===== src/common/lcas_pkg.sv =====
// constants for the lin capable async serial unit
package lcas_pkg;
  // ----------------------------------------------------------------
  // register map (byte addresses)
  // ----------------------------------------------------------------
  localparam logic [7:0] ADDR_MODE = 8'h00;
  localparam logic [7:0] ADDR_STATUS = 8'h04;
  localparam logic [7:0] ADDR_CLKSEL = 8'h08;
  localparam logic [7:0] ADDR_BAUD = 8'h0c;
  localparam logic [7:0] ADDR_CTRL = 8'h10;
  localparam logic [7:0] ADDR_TXBUF = 8'h14;
  localparam logic [7:0] ADDR_RXBUF = 8'h18;
  localparam logic [7:0] ADDR_ROUTE = 8'h1c;
  // ----------------------------------------------------------------
  // field positions
  // ----------------------------------------------------------------
  localparam int MODE_POWER = 7;
  localparam int MODE_TXE = 6;
  localparam int MODE_RXE = 5;
  localparam int MODE_LEN8 = 2;
  localparam int ST_OVR = 0;
  localparam int ST_PAR = 1;
  localparam int ST_FRM = 2;
  localparam int ST_TXBUSY = 4;
  localparam int ST_TXFULL = 5;
  localparam int ST_RXFULL = 6;
  localparam int CTL_BRK_FLAG = 7;
  localparam int CTL_BRK_RXMODE = 6;
  localparam int CTL_BRK_TX = 5;
  localparam int CTL_BLEN_HI = 4;
  localparam int CTL_BLEN_LO = 2;
  localparam int CTL_MSB_FIRST = 1;
  localparam int CTL_INVERT = 0;
  localparam int RT_IRQ = 0;
  localparam int RT_TIMER = 1;
  // ----------------------------------------------------------------
  // reset values and timing
  // ----------------------------------------------------------------
  localparam logic [7:0] MODE_RST = 8'h01;
  localparam logic [7:0] BUF_RST = 8'hff;
  localparam logic [4:0] BAUD_RST = 5'h1f;
  localparam logic [4:0] BRK_TX_BASE = 5'h0d;
  localparam logic [4:0] BRK_RX_MIN = 5'h0b;
  localparam logic [4:0] BRK_SAT = 5'h1f;
  localparam logic [3:0] LEN_SHORT = 4'h7;
  localparam logic [3:0] LEN_LONG = 4'h8;
  localparam logic [1:0] GAP_TICKS = 2'h2;
  localparam int MAX_KBPS = 625;
  typedef enum logic [2:0] {TX_IDLE, TX_START, TX_DATA, TX_STOP, TX_GAP,
                            TX_BREAK} lcas_tx_t;
  typedef enum logic [2:0] {RX_IDLE, RX_START, RX_DATA, RX_STOP,
                            RX_BREAK} lcas_rx_t;
endpackage


===== src/rtl/lcas_uart.sv =====
// lin capable async serial unit: tx/rx engines, registers, routing
//
// Chosen here: the address-and-strobe port and the register offsets.
`timescale 1ns/1ps
// Summary of operation
// RL1 - Bit rates up to 625 kbps are reachable from the base clock.
// RL2 - Characters are seven or eight bits, both directions.
// RL3 - Transmitter and receiver run independently, full duplex.
// RL4 - Bit order selectable: MSB first or LSB first.
// RL5 - Inversion affects only the transmit output; partner must accept it.
// RL6 - Hardware break low of 13 to 20 bits, length in ctrl bits 4:2.
// RL7 - Transmit-done pulse after each character and after each break.
// RL8 - Low of 11+ bits then stop in break mode: flag and rx pulse.
// RL9 - Shorter low is a break error: no pulse, stay in break mode.
// RL10 - Break reception: no errors, no buffer transfer, shifter holds FFH.
// RL11 - Clock stopped: registers and tx pin keep their values.
// RL12 - After clock resumes, software clears power and both enables.
// RL13 - Software sets power first, then transmit or receive enable.
// RL14 - Enables sync to base clock; wait two base clocks to re-enable.
// RL15 - First transmit data written one base clock after enabling.
// RL16 - Back-to-back characters get two extra base clocks of gap.
// RL17 - Software avoids back-to-back transmission in LIN use.
// RL18 - Software sends 80H as the LIN wakeup in eight-bit mode.
// RL19 - Receive pin routed internally to irq and timer inputs.
// RL20 - Software reprograms baud after sync, reinitialises after checksum.
// RL21 - Power clear resets unit asynchronously, tx pin driven high.
// RL22 - Clearing an enable synchronously resets that circuit.
// RL23 - Idle line high; one low start bit, one high stop bit.
module lcas_uart (
  input wire logic ref_clk,
  input wire logic rst_b,
  input wire logic [7:0] reg_addr,
  input wire logic [31:0] reg_wdata,
  input wire logic reg_wr,
  input wire logic reg_rd,
  output logic [31:0] reg_rdata,
  input wire logic serial_rx_pin,
  output logic serial_tx_pin,
  output logic tx_done_irq,
  output logic rx_irq,
  output logic wake_edge_irq_input,
  output logic timer_capture_input
);
  import lcas_pkg::*;

  // ----------------------------------------------------------------
  // functions
  // ----------------------------------------------------------------
  function automatic logic [7:0] clk_mask(input logic [2:0] sel);
    clk_mask = 8'((9'h001 << sel) - 9'h001);
  endfunction

  function automatic logic [3:0] char_len(input logic len8);
    char_len = len8 ? LEN_LONG : LEN_SHORT;
  endfunction

  // ----------------------------------------------------------------
  // configuration registers (kept across power off)
  // ----------------------------------------------------------------
  logic [7:0] mode;
  logic [2:0] base_clock_select;
  logic [4:0] baud_divider_ctrl;
  logic [2:0] break_length_field;
  logic msb_first, tx_invert;
  logic [1:0] input_route_control;
  logic unit_power_enable, tx_enable_bit, rx_enable_bit, len8;
  logic unit_rst_b;
  logic wr_mode, wr_ctrl;

  assign wr_mode = reg_wr && reg_addr == ADDR_MODE;
  assign wr_ctrl = reg_wr && reg_addr == ADDR_CTRL;
  assign unit_power_enable = mode[MODE_POWER];
  assign tx_enable_bit = mode[MODE_TXE];
  assign rx_enable_bit = mode[MODE_RXE];
  assign len8 = mode[MODE_LEN8];
  // power clear holds the whole engine in asynchronous reset
  assign unit_rst_b = rst_b & unit_power_enable; // RL21

  always_ff @(posedge ref_clk or negedge rst_b) begin
    if (!rst_b) begin
      mode <= MODE_RST;
      base_clock_select <= '0;
      baud_divider_ctrl <= BAUD_RST;
      break_length_field <= '0;
      msb_first <= 1'b0;
      tx_invert <= 1'b0;
      input_route_control <= '0;
    end else if (reg_wr) begin
      if (wr_mode)
        mode <= reg_wdata[7:0];
      if (reg_addr == ADDR_CLKSEL)
        base_clock_select <= reg_wdata[2:0];
      if (reg_addr == ADDR_BAUD)
        baud_divider_ctrl <= reg_wdata[4:0];
      if (wr_ctrl) begin
        break_length_field <= reg_wdata[CTL_BLEN_HI:CTL_BLEN_LO]; // RL6
        msb_first <= reg_wdata[CTL_MSB_FIRST]; // RL4
        tx_invert <= reg_wdata[CTL_INVERT];
      end
      if (reg_addr == ADDR_ROUTE)
        input_route_control <= reg_wdata[1:0];
    end
  end

  // ----------------------------------------------------------------
  // base clock tick and enable sync
  // ----------------------------------------------------------------
  // every slower rate is a tick; a stopped ref_clk freezes all state
  logic [7:0] div_cnt;
  logic base_tick, tx_en_s, rx_en_s;
  logic [5:0] bit_len, half_len;
  assign bit_len = {baud_divider_ctrl, 1'b0}; // RL1
  assign half_len = {1'b0, baud_divider_ctrl};

  always_ff @(posedge ref_clk or negedge unit_rst_b) begin // RL11
    if (!unit_rst_b) begin
      div_cnt <= '0;
      base_tick <= 1'b0;
    end else begin
      div_cnt <= div_cnt + 8'h01;
      base_tick <= (div_cnt & clk_mask(base_clock_select)) ==
                   clk_mask(base_clock_select);
    end
  end

  always_ff @(posedge ref_clk or negedge unit_rst_b) begin
    if (!unit_rst_b) begin
      tx_en_s <= 1'b0;
      rx_en_s <= 1'b0;
    end else if (base_tick) begin
      tx_en_s <= tx_enable_bit; // RL14
      rx_en_s <= rx_enable_bit; // RL14
    end
  end

  // ----------------------------------------------------------------
  // receive pin synchroniser and routing
  // ----------------------------------------------------------------
  logic rx_m, rx_s;
  always_ff @(posedge ref_clk or negedge unit_rst_b) begin
    if (!unit_rst_b) begin
      rx_m <= 1'b1;
      rx_s <= 1'b1;
      wake_edge_irq_input <= 1'b1;
      timer_capture_input <= 1'b1;
    end else begin
      rx_m <= serial_rx_pin;
      rx_s <= rx_m;
      wake_edge_irq_input <= input_route_control[RT_IRQ] ? rx_s : 1'b1; // RL19
      timer_capture_input <= input_route_control[RT_TIMER] ? rx_s
                                                            : 1'b1; // RL19
    end
  end

  // ----------------------------------------------------------------
  // transmitter
  // ----------------------------------------------------------------
  lcas_tx_t tx_state;
  logic [7:0] tx_holding_buffer, tx_shift;
  logic [5:0] tx_bcnt;
  logic [4:0] tx_bits;
  logic [1:0] gap_cnt;
  logic tx_full, brk_req, tx_line, tx_bit_end;
  logic wr_txbuf, wr_brk;
  assign wr_txbuf = reg_wr && reg_addr == ADDR_TXBUF;
  assign wr_brk = wr_ctrl && reg_wdata[CTL_BRK_TX];
  assign tx_bit_end = base_tick && tx_bcnt == bit_len - 6'h01;

  always_ff @(posedge ref_clk or negedge unit_rst_b) begin
    if (!unit_rst_b)
      tx_holding_buffer <= BUF_RST;
    else if (wr_txbuf)
      tx_holding_buffer <= reg_wdata[7:0];
  end

  always_ff @(posedge ref_clk or negedge unit_rst_b) begin
    if (!unit_rst_b) begin
      tx_state <= TX_IDLE;
      tx_shift <= BUF_RST;
      tx_bcnt <= '0;
      tx_bits <= '0;
      gap_cnt <= '0;
      tx_full <= 1'b0;
      brk_req <= 1'b0;
      tx_line <= 1'b1;
      tx_done_irq <= 1'b0;
    end else if (!tx_en_s) begin
      tx_state <= TX_IDLE; // RL22
      tx_full <= 1'b0;
      brk_req <= 1'b0;
      tx_line <= 1'b1;
      tx_done_irq <= 1'b0;
    end else begin
      tx_done_irq <= 1'b0;
      if (wr_txbuf)
        tx_full <= 1'b1;
      if (wr_brk)
        brk_req <= 1'b1;
      if (base_tick)
        tx_bcnt <= tx_bit_end ? 6'h00 : tx_bcnt + 6'h01;
      case (tx_state)
        TX_IDLE: begin
          tx_line <= 1'b1; // RL23
          tx_bcnt <= '0;
          if (brk_req) begin
            brk_req <= 1'b0;
            tx_bits <= BRK_TX_BASE + {2'b00, break_length_field}; // RL6
            tx_line <= 1'b0;
            tx_state <= TX_BREAK;
          end else if (tx_full) begin
            tx_full <= wr_txbuf;
            tx_shift <= tx_holding_buffer;
            tx_bits <= {1'b0, char_len(len8)}; // RL2
            tx_line <= 1'b0; // RL23
            tx_state <= TX_START;
          end
        end
        TX_START, TX_DATA: if (tx_bit_end) begin
          if (tx_bits == 5'h00) begin
            tx_line <= 1'b1; // RL23
            tx_state <= TX_STOP;
          end else begin
            tx_line <= msb_first ? tx_shift[7] : tx_shift[0]; // RL4
            tx_shift <= msb_first ? {tx_shift[6:0], 1'b1}
                                  : {1'b1, tx_shift[7:1]};
            tx_bits <= tx_bits - 5'h01;
            tx_state <= TX_DATA;
          end
        end
        TX_STOP: if (tx_bit_end) begin
          tx_done_irq <= 1'b1; // RL7
          gap_cnt <= '0;
          tx_state <= tx_full ? TX_GAP : TX_IDLE;
        end
        TX_GAP: if (base_tick) begin
          // back-to-back frames get two extra base clocks before start
          gap_cnt <= gap_cnt + 2'h1; // RL16
          if (gap_cnt == GAP_TICKS - 2'h1) begin
            // start straight from the gap: an idle cycle would add a third
            tx_full <= wr_txbuf;
            tx_shift <= tx_holding_buffer;
            tx_bits <= {1'b0, char_len(len8)}; // RL2
            tx_bcnt <= '0;
            tx_line <= 1'b0; // RL23
            tx_state <= TX_START;
          end
        end
        TX_BREAK: if (tx_bit_end) begin
          tx_bits <= tx_bits - 5'h01;
          if (tx_bits == 5'h01) begin
            tx_line <= 1'b1;
            tx_done_irq <= 1'b1; // RL7
            tx_state <= TX_IDLE;
          end
        end
        default: tx_state <= TX_IDLE;
      endcase
    end
  end

  // inversion touches only the pin driver, never the receive side
  always_ff @(posedge ref_clk or negedge unit_rst_b) begin
    if (!unit_rst_b)
      serial_tx_pin <= 1'b1; // RL21
    else
      serial_tx_pin <= tx_line ^ tx_invert; // RL5
  end

  // ----------------------------------------------------------------
  // receiver
  // ----------------------------------------------------------------
  lcas_rx_t rx_state; // RL3
  logic [7:0] rx_shift, rx_holding_buffer;
  logic [5:0] rx_bcnt;
  logic [4:0] rx_bits, low_bits;
  logic rx_full, ovr, frm, brk_flag, brk_mode, rx_smp, rx_half;
  logic rd_rxbuf, wr_st;
  assign rd_rxbuf = reg_rd && reg_addr == ADDR_RXBUF;
  assign wr_st = reg_wr && reg_addr == ADDR_STATUS;
  assign rx_smp = base_tick && rx_bcnt == bit_len - 6'h01;
  assign rx_half = base_tick && rx_bcnt == half_len - 6'h01;

  always_ff @(posedge ref_clk or negedge unit_rst_b) begin
    if (!unit_rst_b) begin
      rx_state <= RX_IDLE;
      rx_shift <= BUF_RST;
      rx_holding_buffer <= BUF_RST;
      rx_bcnt <= '0;
      rx_bits <= '0;
      low_bits <= '0;
      rx_full <= 1'b0;
      ovr <= 1'b0;
      frm <= 1'b0;
      brk_flag <= 1'b0;
      brk_mode <= 1'b0;
      rx_irq <= 1'b0;
    end else begin
      rx_irq <= 1'b0;
      // a hardware set in the same cycle wins over the software clear
      if (rd_rxbuf)
        rx_full <= 1'b0;
      if (wr_st && reg_wdata[ST_OVR])
        ovr <= 1'b0;
      if (wr_st && reg_wdata[ST_FRM])
        frm <= 1'b0;
      if (wr_ctrl) begin
        brk_mode <= reg_wdata[CTL_BRK_RXMODE];
        if (!reg_wdata[CTL_BRK_FLAG])
          brk_flag <= 1'b0;
      end
      if (base_tick)
        rx_bcnt <= (rx_smp || rx_state == RX_IDLE) ? 6'h00
                                                   : rx_bcnt + 6'h01;
      if (!rx_en_s) begin
        rx_state <= RX_IDLE; // RL22
        rx_shift <= BUF_RST;
      end else case (rx_state)
        RX_IDLE: if (base_tick && !rx_s)
          rx_state <= RX_START;
        RX_START: if (rx_half) begin
          rx_bcnt <= '0;
          rx_bits <= {1'b0, char_len(len8)}; // RL2
          low_bits <= 5'h01;
          if (rx_s)
            rx_state <= RX_IDLE;
          else
            rx_state <= brk_mode ? RX_BREAK : RX_DATA;
        end
        RX_DATA: if (rx_smp) begin
          rx_shift <= msb_first ? {rx_shift[6:0], rx_s}
                                : {rx_s, rx_shift[7:1]}; // RL4
          rx_bits <= rx_bits - 5'h01;
          if (rx_bits == 5'h01)
            rx_state <= RX_STOP;
        end
        RX_STOP: if (rx_smp) begin
          rx_irq <= 1'b1;
          if (!rx_s)
            frm <= 1'b1;
          if (rx_full)
            ovr <= 1'b1;
          else begin
            rx_full <= 1'b1;
            // seven-bit data sits low for lsb first, high for msb first
            if (len8)
              rx_holding_buffer <= rx_shift;
            else if (msb_first)
              rx_holding_buffer <= {rx_shift[6:0], 1'b0};
            else
              rx_holding_buffer <= {1'b0, rx_shift[7:1]};
          end
          rx_shift <= BUF_RST;
          rx_state <= RX_IDLE;
        end
        RX_BREAK: if (rx_smp) begin
          rx_shift <= BUF_RST; // RL10
          if (!rx_s) begin
            if (low_bits != BRK_SAT)
              low_bits <= low_bits + 5'h01;
          end else begin
            rx_state <= RX_IDLE;
            if (low_bits >= BRK_RX_MIN) begin // RL8 RL9
              brk_flag <= 1'b1; // RL8
              brk_mode <= 1'b0;
              rx_irq <= 1'b1; // RL8
            end
          end
        end
        default: rx_state <= RX_IDLE;
      endcase
    end
  end

  // ----------------------------------------------------------------
  // register read port
  // ----------------------------------------------------------------
  always_ff @(posedge ref_clk or negedge rst_b) begin
    if (!rst_b)
      reg_rdata <= '0;
    else if (reg_rd) begin
      case (reg_addr)
        ADDR_MODE: reg_rdata <= {24'h0, mode};
        ADDR_STATUS: reg_rdata <= {25'h0, rx_full, tx_full,
                                   tx_state != TX_IDLE, 1'b0, frm, 1'b0, ovr};
        ADDR_CLKSEL: reg_rdata <= {29'h0, base_clock_select};
        ADDR_BAUD: reg_rdata <= {27'h0, baud_divider_ctrl};
        ADDR_CTRL: reg_rdata <= {24'h0, brk_flag, brk_mode,
                                 tx_state == TX_BREAK, break_length_field,
                                 msb_first, tx_invert};
        ADDR_TXBUF: reg_rdata <= {24'h0, tx_holding_buffer};
        ADDR_RXBUF: reg_rdata <= {24'h0, rx_holding_buffer};
        ADDR_ROUTE: reg_rdata <= {30'h0, input_route_control};
        default: reg_rdata <= '0;
      endcase
    end
  end
endmodule


===== config.mk =====
export PLATFORM = sky130hd
export DESIGN_NAME = lcas_uart
export DESIGN_NICKNAME = d
export VERILOG_FILES = /design/src/common/lcas_pkg.sv /design/src/rtl/lcas_uart.sv
export SDC_FILE = /design/constraint.sdc
export NUM_CORES = 1
export LEC_CHECK = 0
export ABC_AREA = 1
export BUFFER_PORTS_ARGS = -buffer_cell sky130_fd_sc_hd__clkbuf_2
export CORE_MARGIN = 10
export CORE_UTILIZATION = 28
export CTS_CLUSTER_DIAMETER = 150
export DETAILED_ROUTE_END_ITERATION = 8
export REMOVE_ABC_BUFFERS = 1
export SETUP_SLACK_MARGIN = 0.2
export SYNTH_ARGS = -nofsm -noshare
export SYNTH_HDL_FRONTEND = slang
export SYNTH_SLANG_ARGS = --single-unit
export TNS_END_PERCENT = 50

===== constraint.sdc =====
create_clock -name ref_clk -period 3 [get_ports ref_clk]
set_input_delay 0.3 -clock ref_clk [delete_from_list [all_inputs] [get_ports ref_clk]]
set_output_delay 0.3 -clock ref_clk [all_outputs]
set_load 0.005 [all_outputs]

## Yosys cells after proc, flatten, opt, wreduce, memory -nomap -nowiden

Index checks and enable logic that the tools add are counted.

| storage, ports and cells | value |
|---|---|
| bits in registers | 148 |
| logic and storage cells | 284 |

| cells by class | value |
|---|---|
| shift-type cells | 1 |
| reductions and logical operators | 41 |
| magnitude comparators | 1 |
| add/subtract/negate cells | 11 |
| bitwise operators | 4 |
| eq/ne operators | 55 |
| muxes and demuxes | 132 |

Operators with widths:

| kind | number |
|---|---|
| two-way mux 8 bit | 13 |
| two-way mux 5 bit | 13 |
| one-hot mux 8 bit (8 select lines) | 1 |
| two-way mux 1 bit | 60 |
| two-way mux 3 bit | 20 |
| two-way mux 6 bit | 9 |
| != test 3 bit, second input constant | 13 |
| == test 8 x 5 -> 1 bit, second input constant | 4 |
| one-hot mux 3 bit (5 select lines) | 2 |
| != test 2 bit, second input constant | 13 |
| one-hot mux 8 bit (3 select lines) | 1 |
| one-hot mux 5 bit (2 select lines) | 2 |
| one-hot mux 5 bit (4 select lines) | 1 |
| == test 6 bit | 3 |
| == test 8 x 4 -> 1 bit, second input constant | 2 |
| one-hot mux 8 bit (2 select lines) | 1 |
| AND reduction 8 bit | 2 |
| AND reduction 7 bit | 2 |
| adder 6 x 1 -> 6 bit, second input constant | 2 |
| == test 3 x 2 -> 1 bit, second input constant | 4 |
| logical AND 1 bit | 12 |
| one-hot mux 6 bit (2 select lines) | 1 |
| AND reduction 4 bit | 3 |
| AND reduction 6 bit | 2 |
| other kinds (40) | 59 |

## Longest topological paths before layout

| logic depth | value |
|---|---|
| depth after elaboration | 9 |
| gate-level depth with buffers | 15 |

## Worst setup path before layout

Ideal clock, no wire load.

| path | value |
|---|---|
| path type | reg2reg |
| start point | reg baud_divider_ctrl[0] |
| end point | reg tx_shift[6] |
| library setup time | 80 ps |
| clock period less this slack | 2169 ps |
| data arrival time | 2090 ps |
| cell stages (with the launch flop) | 16 |
| path slack | 831 ps |
| cells stage by stage | dfstp_2 > inv_2 > ha_1 > inv_1 > nand2_1 > nand2_1 > nand3_1 > nor2_1 > nand3_4 > nand2_2 > nand2_4 > nor2_8 > nand2_2 > buf_6 > nand2_2 > o21ai_2 |

| on the way | value |
|---|---|
| cells in the longest elaborated chain, start to end | 5 |

Ends and longest elaborated chain:

| element | line | source |
|---|---|---|
| start: declaration | lcas_uart.sv:62 | `logic [4:0] baud_divider_ctrl;` |
| start signal: assignment | lcas_uart.sv:94 | `baud_divider_ctrl <= reg_wdata[4:0];` |
| subtractor 6 x 1 -> 6 bit | lcas_uart.sv:167 | `assign tx_bit_end = base_tick && tx_bcnt == bit_len - 6'h01;` |
| == test 6 bit | lcas_uart.sv:167 |  |
| logical AND 1 bit | lcas_uart.sv:167 |  |
| != test 2 bit (no line) | - |  |
| AND reduction 8 bit (no line) | - |  |
| end signal: assignment | lcas_uart.sv:212 | `tx_shift <= tx_holding_buffer;` |
| end signal: assignment | lcas_uart.sv:224 | `tx_shift <= msb_first ? {tx_shift[6:0], 1'b1}` |
| end signal: assignment | lcas_uart.sv:241 | `tx_shift <= tx_holding_buffer;` |
| end: declaration | lcas_uart.sv:159 | `logic [7:0] tx_holding_buffer, tx_shift;` |

No other way between the ends.
A chain may end at the register's enable or synchronous reset.

## Worst setup path after layout

| path | value |
|---|---|
| start point | reg baud_divider_ctrl[0] |
| end point | reg rx_bits[0] |

| on the way | value |
|---|---|
| cells in the longest elaborated chain, start to end | 5 |
| elaborated cells between the ends (all ways) | 9 |
| classes of those cells | add/sub (2); eq/ne (4); reduce/logical (3) |

Ends and longest elaborated chain:

| element | line | source |
|---|---|---|
| subtractor 6 x 1 -> 6 bit / subtractor 5 x 1 -> 6 bit (equally long branches) | lcas_uart.sv:280, lcas_uart.sv:281 |  |
| == test 6 bit, on equally long branches | lcas_uart.sv:280, lcas_uart.sv:281 |  |
| logical AND 1 bit, on equally long branches | lcas_uart.sv:280, lcas_uart.sv:281 |  |
| != test 2 bit (no line) | - |  |
| AND reduction 4 bit (no line) * | - |  |
| end signal: assignment | lcas_uart.sv:322 | `rx_bits <= {1'b0, char_len(len8)};` |
| end signal: assignment | lcas_uart.sv:332 | `rx_bits <= rx_bits - 5'h01;` |
| end: declaration | lcas_uart.sv:275 | `logic [4:0] rx_bits, low_bits;` |

Every way passes the cells marked *; elsewhere a longest branch is shown, timed or not.

==> impl_metrics.env <==
export IMPL_reg2reg_setup_slack_ns=0.45
export IMPL_seq_area_frac_synth=0.432
export IMPL_grt_pass1_wl_um=30600
export IMPL_worstPathMaxFanout=10
export IMPL_dpl_instance_area_mm2=0.00772
export IMPL_grt_use_total=0.113
export IMPL_n_antenna_cell=0
export IMPL_synth_top_family_by_area="simple AND/OR/NAND/NOR gates"
export IMPL_ys_flop_type="sky130_fd_sc_hd__dfrtp_1"
export IMPL_top_level_ports=82
export IMPL_instance_count_of_the_mapped_netlist=938
export IMPL_timing_final_hold_violations=0
export IMPL_sw_frac_of_total=0.242
export IMPL_quantity_of_i_o_buffers_inserted_on_ports=33
export IMPL_via_count=6209
export IMPL_cts_htree_levels=4
export IMPL_post_route_period_util=0.849
export IMPL_timing_critical_path_depth=10
export IMPL_critical_path_class="flop to flop"
export IMPL_switching_power_mw=1.11
export IMPL_number_of_clock_buffers_inserted_by_tritoncts=17
export IMPL_synth_edf_count=0
export IMPL_peakVddDrop_mv=0.271
export IMPL_timing_critical_path_from_type="flop"
export IMPL_seq_power_share=0.389
export IMPL_ys_seq_elements=123
export IMPL_maxCapViolCount=0
export IMPL_post_cts_buffers=0
export IMPL_synth_top_cells_by_count="sky130_fd_sc_hd__nand2_1 (280), sky130_fd_sc_hd__inv_1 (95), sky130_fd_sc_hd__o21ai_0 (88)"
export IMPL_max_freq_ghz=0.393
export IMPL_clock_tree_from_tritoncts="yes"
export IMPL_worst_path_most_repeated_cell="sky130_fd_sc_hd__nand2_1"
export IMPL_core_area_mm2=0.0253
export IMPL_crit_reg2reg_launch="baud_divider_ctrl[0]"
export IMPL_crit_path_cell_trace="inv_2, ha_1, a21oi_1, nand3_1, nor2_2, nand4_4, a21oi_2, nand2_2, nand2_1, nand2_1"
export IMPL_end_kind="flop"
export IMPL_capture_instance_of_the_worst_register_to_register_path="rx_bits[0]"
export IMPL_share_of_synthesized_cell_area_in_and_or_nand_and_nor_gates=0.272
export IMPL_cts_reportedPaths_clkPinSlew_ns=0.06
export IMPL_worst_stage_delay_on_the_critical_path_ns=0.62
export IMPL_ys_warn_count=0
export IMPL_fin_area_mm2=0.00842
export IMPL_outcome="completed"
export IMPL_r2r_worst_path_cells=10
export IMPL_pwr_density_cell_mw_per_mm2=545
export IMPL_endpoint="rx_bits[0]"
export IMPL_antenna_found_initial=0
export IMPL_synth_compound_area_share=0.145
export IMPL_design_die_area_mm2=0.0327
export IMPL_cp_startpoint="baud_divider_ctrl[0]"
export IMPL_synth_area_mm2=0.00725
export IMPL_slew_headroom=0.549
export IMPL_final_max_tran_viols=0
export IMPL_synth_area_per_cell_um2=7.73
export IMPL_timing_critical_path_arrival_ns=2.86
export IMPL_period_needed_ns=2.55
export IMPL_timing_critical_path_max_delay_family="simple AND/OR/NAND/NOR gates"
export IMPL_grt_setup_unrepaired="no"
export IMPL_maximum_number_of_pins_on_one_net_before_global_route_repair=42
export IMPL_dieHeight_um=181
export IMPL_ys_types=50
export IMPL_dpl_hpwl_um=13900
export IMPL_yosys_mux_area_fraction=0.0116
export IMPL_route_antenna_remaining_nets=0
export IMPL_post_drt_wl_per_cell_um=14.1
export IMPL_tightest_slew_ns=0.677
export IMPL_final_setup_tns_ns=0
export IMPL_cts_num_sinks=123
export IMPL_clock_path_buffers=2
export IMPL_grt_remaining_overflow=0
export IMPL_post_synth_xor_area_fraction=0.0242
export IMPL_critPathRequiredTime_ns=3.31
export IMPL_cts_root_buffer_cell="sky130_fd_sc_hd__clkbuf_16"
export IMPL_hp_class="primary input to flop"
export IMPL_floorplan_initialDensity=0.286
export IMPL_power_leakage_nw=3.85
export IMPL_detailed_router_iteration_count_before_antenna_repair=5
export IMPL_setup_viol_count_final=0
export IMPL_yosys_top_cell_by_area="sky130_fd_sc_hd__dfrtp_1"
export IMPL_asyncSetResetFlopFracSynth=1.00
export IMPL_synth_most_common_cell="sky130_fd_sc_hd__nand2_1"
export IMPL_pwr_share_comb=0.092
export IMPL_placementRows=58
export IMPL_post_synth_main_area_contributors="sky130_fd_sc_hd__dfrtp_1 (27%), sky130_fd_sc_hd__dfstp_2 (16%), sky130_fd_sc_hd__nand2_1 (15%), sky130_fd_sc_hd__o21ai_0 (6.1%), sky130_fd_sc_hd__inv_1 (4.9%)"
export IMPL_gp_routability_congestion=0.890
export IMPL_wl_um=18700
export IMPL_crit_slowest_cell="sky130_fd_sc_hd__dfstp_2"
export IMPL_clock_power_share=0.519
export IMPL_cellInternalPower_mw=3.48
export IMPL_first_iter_violations=570
export IMPL_synth_top_area_frac=0.273
export IMPL_yosys_area_share_adder=0.0224
export IMPL_route_detailed_vias_per_inst=4.69
export IMPL_drt_drc_violations_left=0
export IMPL_skew_ns=0.00746
export IMPL_post_cts_resize_count=0
export IMPL_design_final_nets=1039
export IMPL_die_x_um=181
export IMPL_synthToLayoutAreaGrowth_pct=16.2
export IMPL_timing_critical_path_buf_inv=1
export IMPL_clk_latency_ns=0.42
export IMPL_final_layout_size_suffix_gt1_frac=0.177
export IMPL_grt_pass1_vias=5892
[power groups by stage]
stage                     Sequential [mW]  Clock [mW]  Combinational (mW)
after floorplan                      1.80           0               0.284
after global placement               1.81           0               0.417
after detailed placement             1.81           0               0.421
after CTS                            1.78        2.42               0.425
after global routing                 1.79        2.50               0.485
final                                1.78        2.38               0.424
[per-stage QoR]
step | util | setup WS (ns) | std cells | total power, mW | hold slack, ns
4_1_cts | 0.333 | 0.448 | 1324 | 4.63 | 0.160
5_1_grt | 0.333 | 0.233 | 1324 | 4.78 | 0.174
2_1_floorplan | - | 0.300 | 918 | 2.08 | 0.00441
6_report | 0.333 | 0.454 | 1324 | 4.59 | 0.184
3_5_place_dp | 0.305 | 0.458 | 1290 | 2.23 | 0.353
3_3_place_gp | 0.305 | 0.495 | 1290 | 2.23 | 0.349
[registers in the layout, indices dropped and copies added (netlist names), 6 cells and up]
register	flops
tx_shift	8
div_cnt	7
rx_holding_buffer	8
mode	8
rx_bcnt	6
tx_holding_buffer	8
reg_rdata	8
rx_shift	8
tx_bcnt	6
[layout make-up]
class | count | area (µm²)
inverter | 104 | 393
sequential | 123 | 3130
clock buffer | 21 | 470
clock inverter | 11 | 214
timing repair buffer | 44 | 265
tap | 330 | 413
multi-input combinational | 691 | 3530
fill | 2684 | 16900
[worst min-delay path: stages]
cell	delay (ns)
sky130_fd_sc_hd__clkbuf_2	0.14
sky130_fd_sc_hd__nor2_1	0.11
sky130_fd_sc_hd__a21oi_1	0.05
[kinds of logic (layout without fill, tap and decap cells)]
| kind of cell | after synthesis | in the layout |
|---|---|---|
| DFF | 123 | 123 |
| other | 1 | 24 |
| buffers and inverters | 147 | 180 |
| adders and majority gates | 13 | 13 |
| xor gates and xnor gates | 20 | 20 |
| and+or+nand+nor | 454 | 454 |
| AOI/OAI and AO/OA | 172 | 172 |
| muxes | 8 | 8 |
[cells in the final DEF (no fill, tap or decap), types with 5 or more instances in the layout]
cell type and count:
sky130_fd_sc_hd__xor2_1 17, sky130_fd_sc_hd__clkbuf_2 33, sky130_fd_sc_hd__o21ai_0 88, sky130_fd_sc_hd__nand3_1 64, sky130_fd_sc_hd__o211ai_1 8, sky130_fd_sc_hd__nor3_1 19
sky130_fd_sc_hd__bufinv_16 6, sky130_fd_sc_hd__dfstp_2 44, sky130_fd_sc_hd__inv_1 94, sky130_fd_sc_hd__nand2_1 280, sky130_fd_sc_hd__o22ai_1 8, sky130_fd_sc_hd__dfrtp_1 79
sky130_fd_sc_hd__conb_1 24, sky130_fd_sc_hd__clkbuf_16 17, sky130_fd_sc_hd__nor2_2 7, sky130_fd_sc_hd__a21oi_1 20, sky130_fd_sc_hd__nand2_2 9, sky130_fd_sc_hd__nor2_1 53
sky130_fd_sc_hd__mux2i_1 7, sky130_fd_sc_hd__inv_2 5, sky130_fd_sc_hd__ha_1 13, sky130_fd_sc_hd__o21ai_2 22, sky130_fd_sc_hd__nand4_1 7, sky130_fd_sc_hd__buf_4 8
[what timing repair did]
action,CTS,global route
endpoints found under the setup margin,0,0
hold buffers,2,0
endpoints found under the hold margin,43,0
[metal layers]
layer / GRT usage / wire [µm] / vias to the layer above
li1: - / - / 3107
met1: 0.151 / 8960 / 2934
met2: 0.177 / 8580 / 149
met3: 0.0294 / 909 / 19
met4: 0.0328 / 277 / 0
met5: 0 / 0 / -
[worst min path at each step]
stage / startpoint / end / slack [ns] / cells past startpoint
5_1_grt: reg_wdata[7] / tx_holding_buffer[7] / 0.17 / 3
3_3_place_gp: mode[7] / div_cnt[4] / 0.35 / 2
3_5_place_dp: rx_m / rx_s / 0.35 / 0
2_1_floorplan: rst_b / base_clock_select[0] / 0.004 / 0
6_report: reg_wdata[7] / tx_holding_buffer[7] / 0.18 / 3
4_1_cts: reg_wdata[7] / tx_holding_buffer[7] / 0.16 / 3
Power figures use the tool's default switching activity.
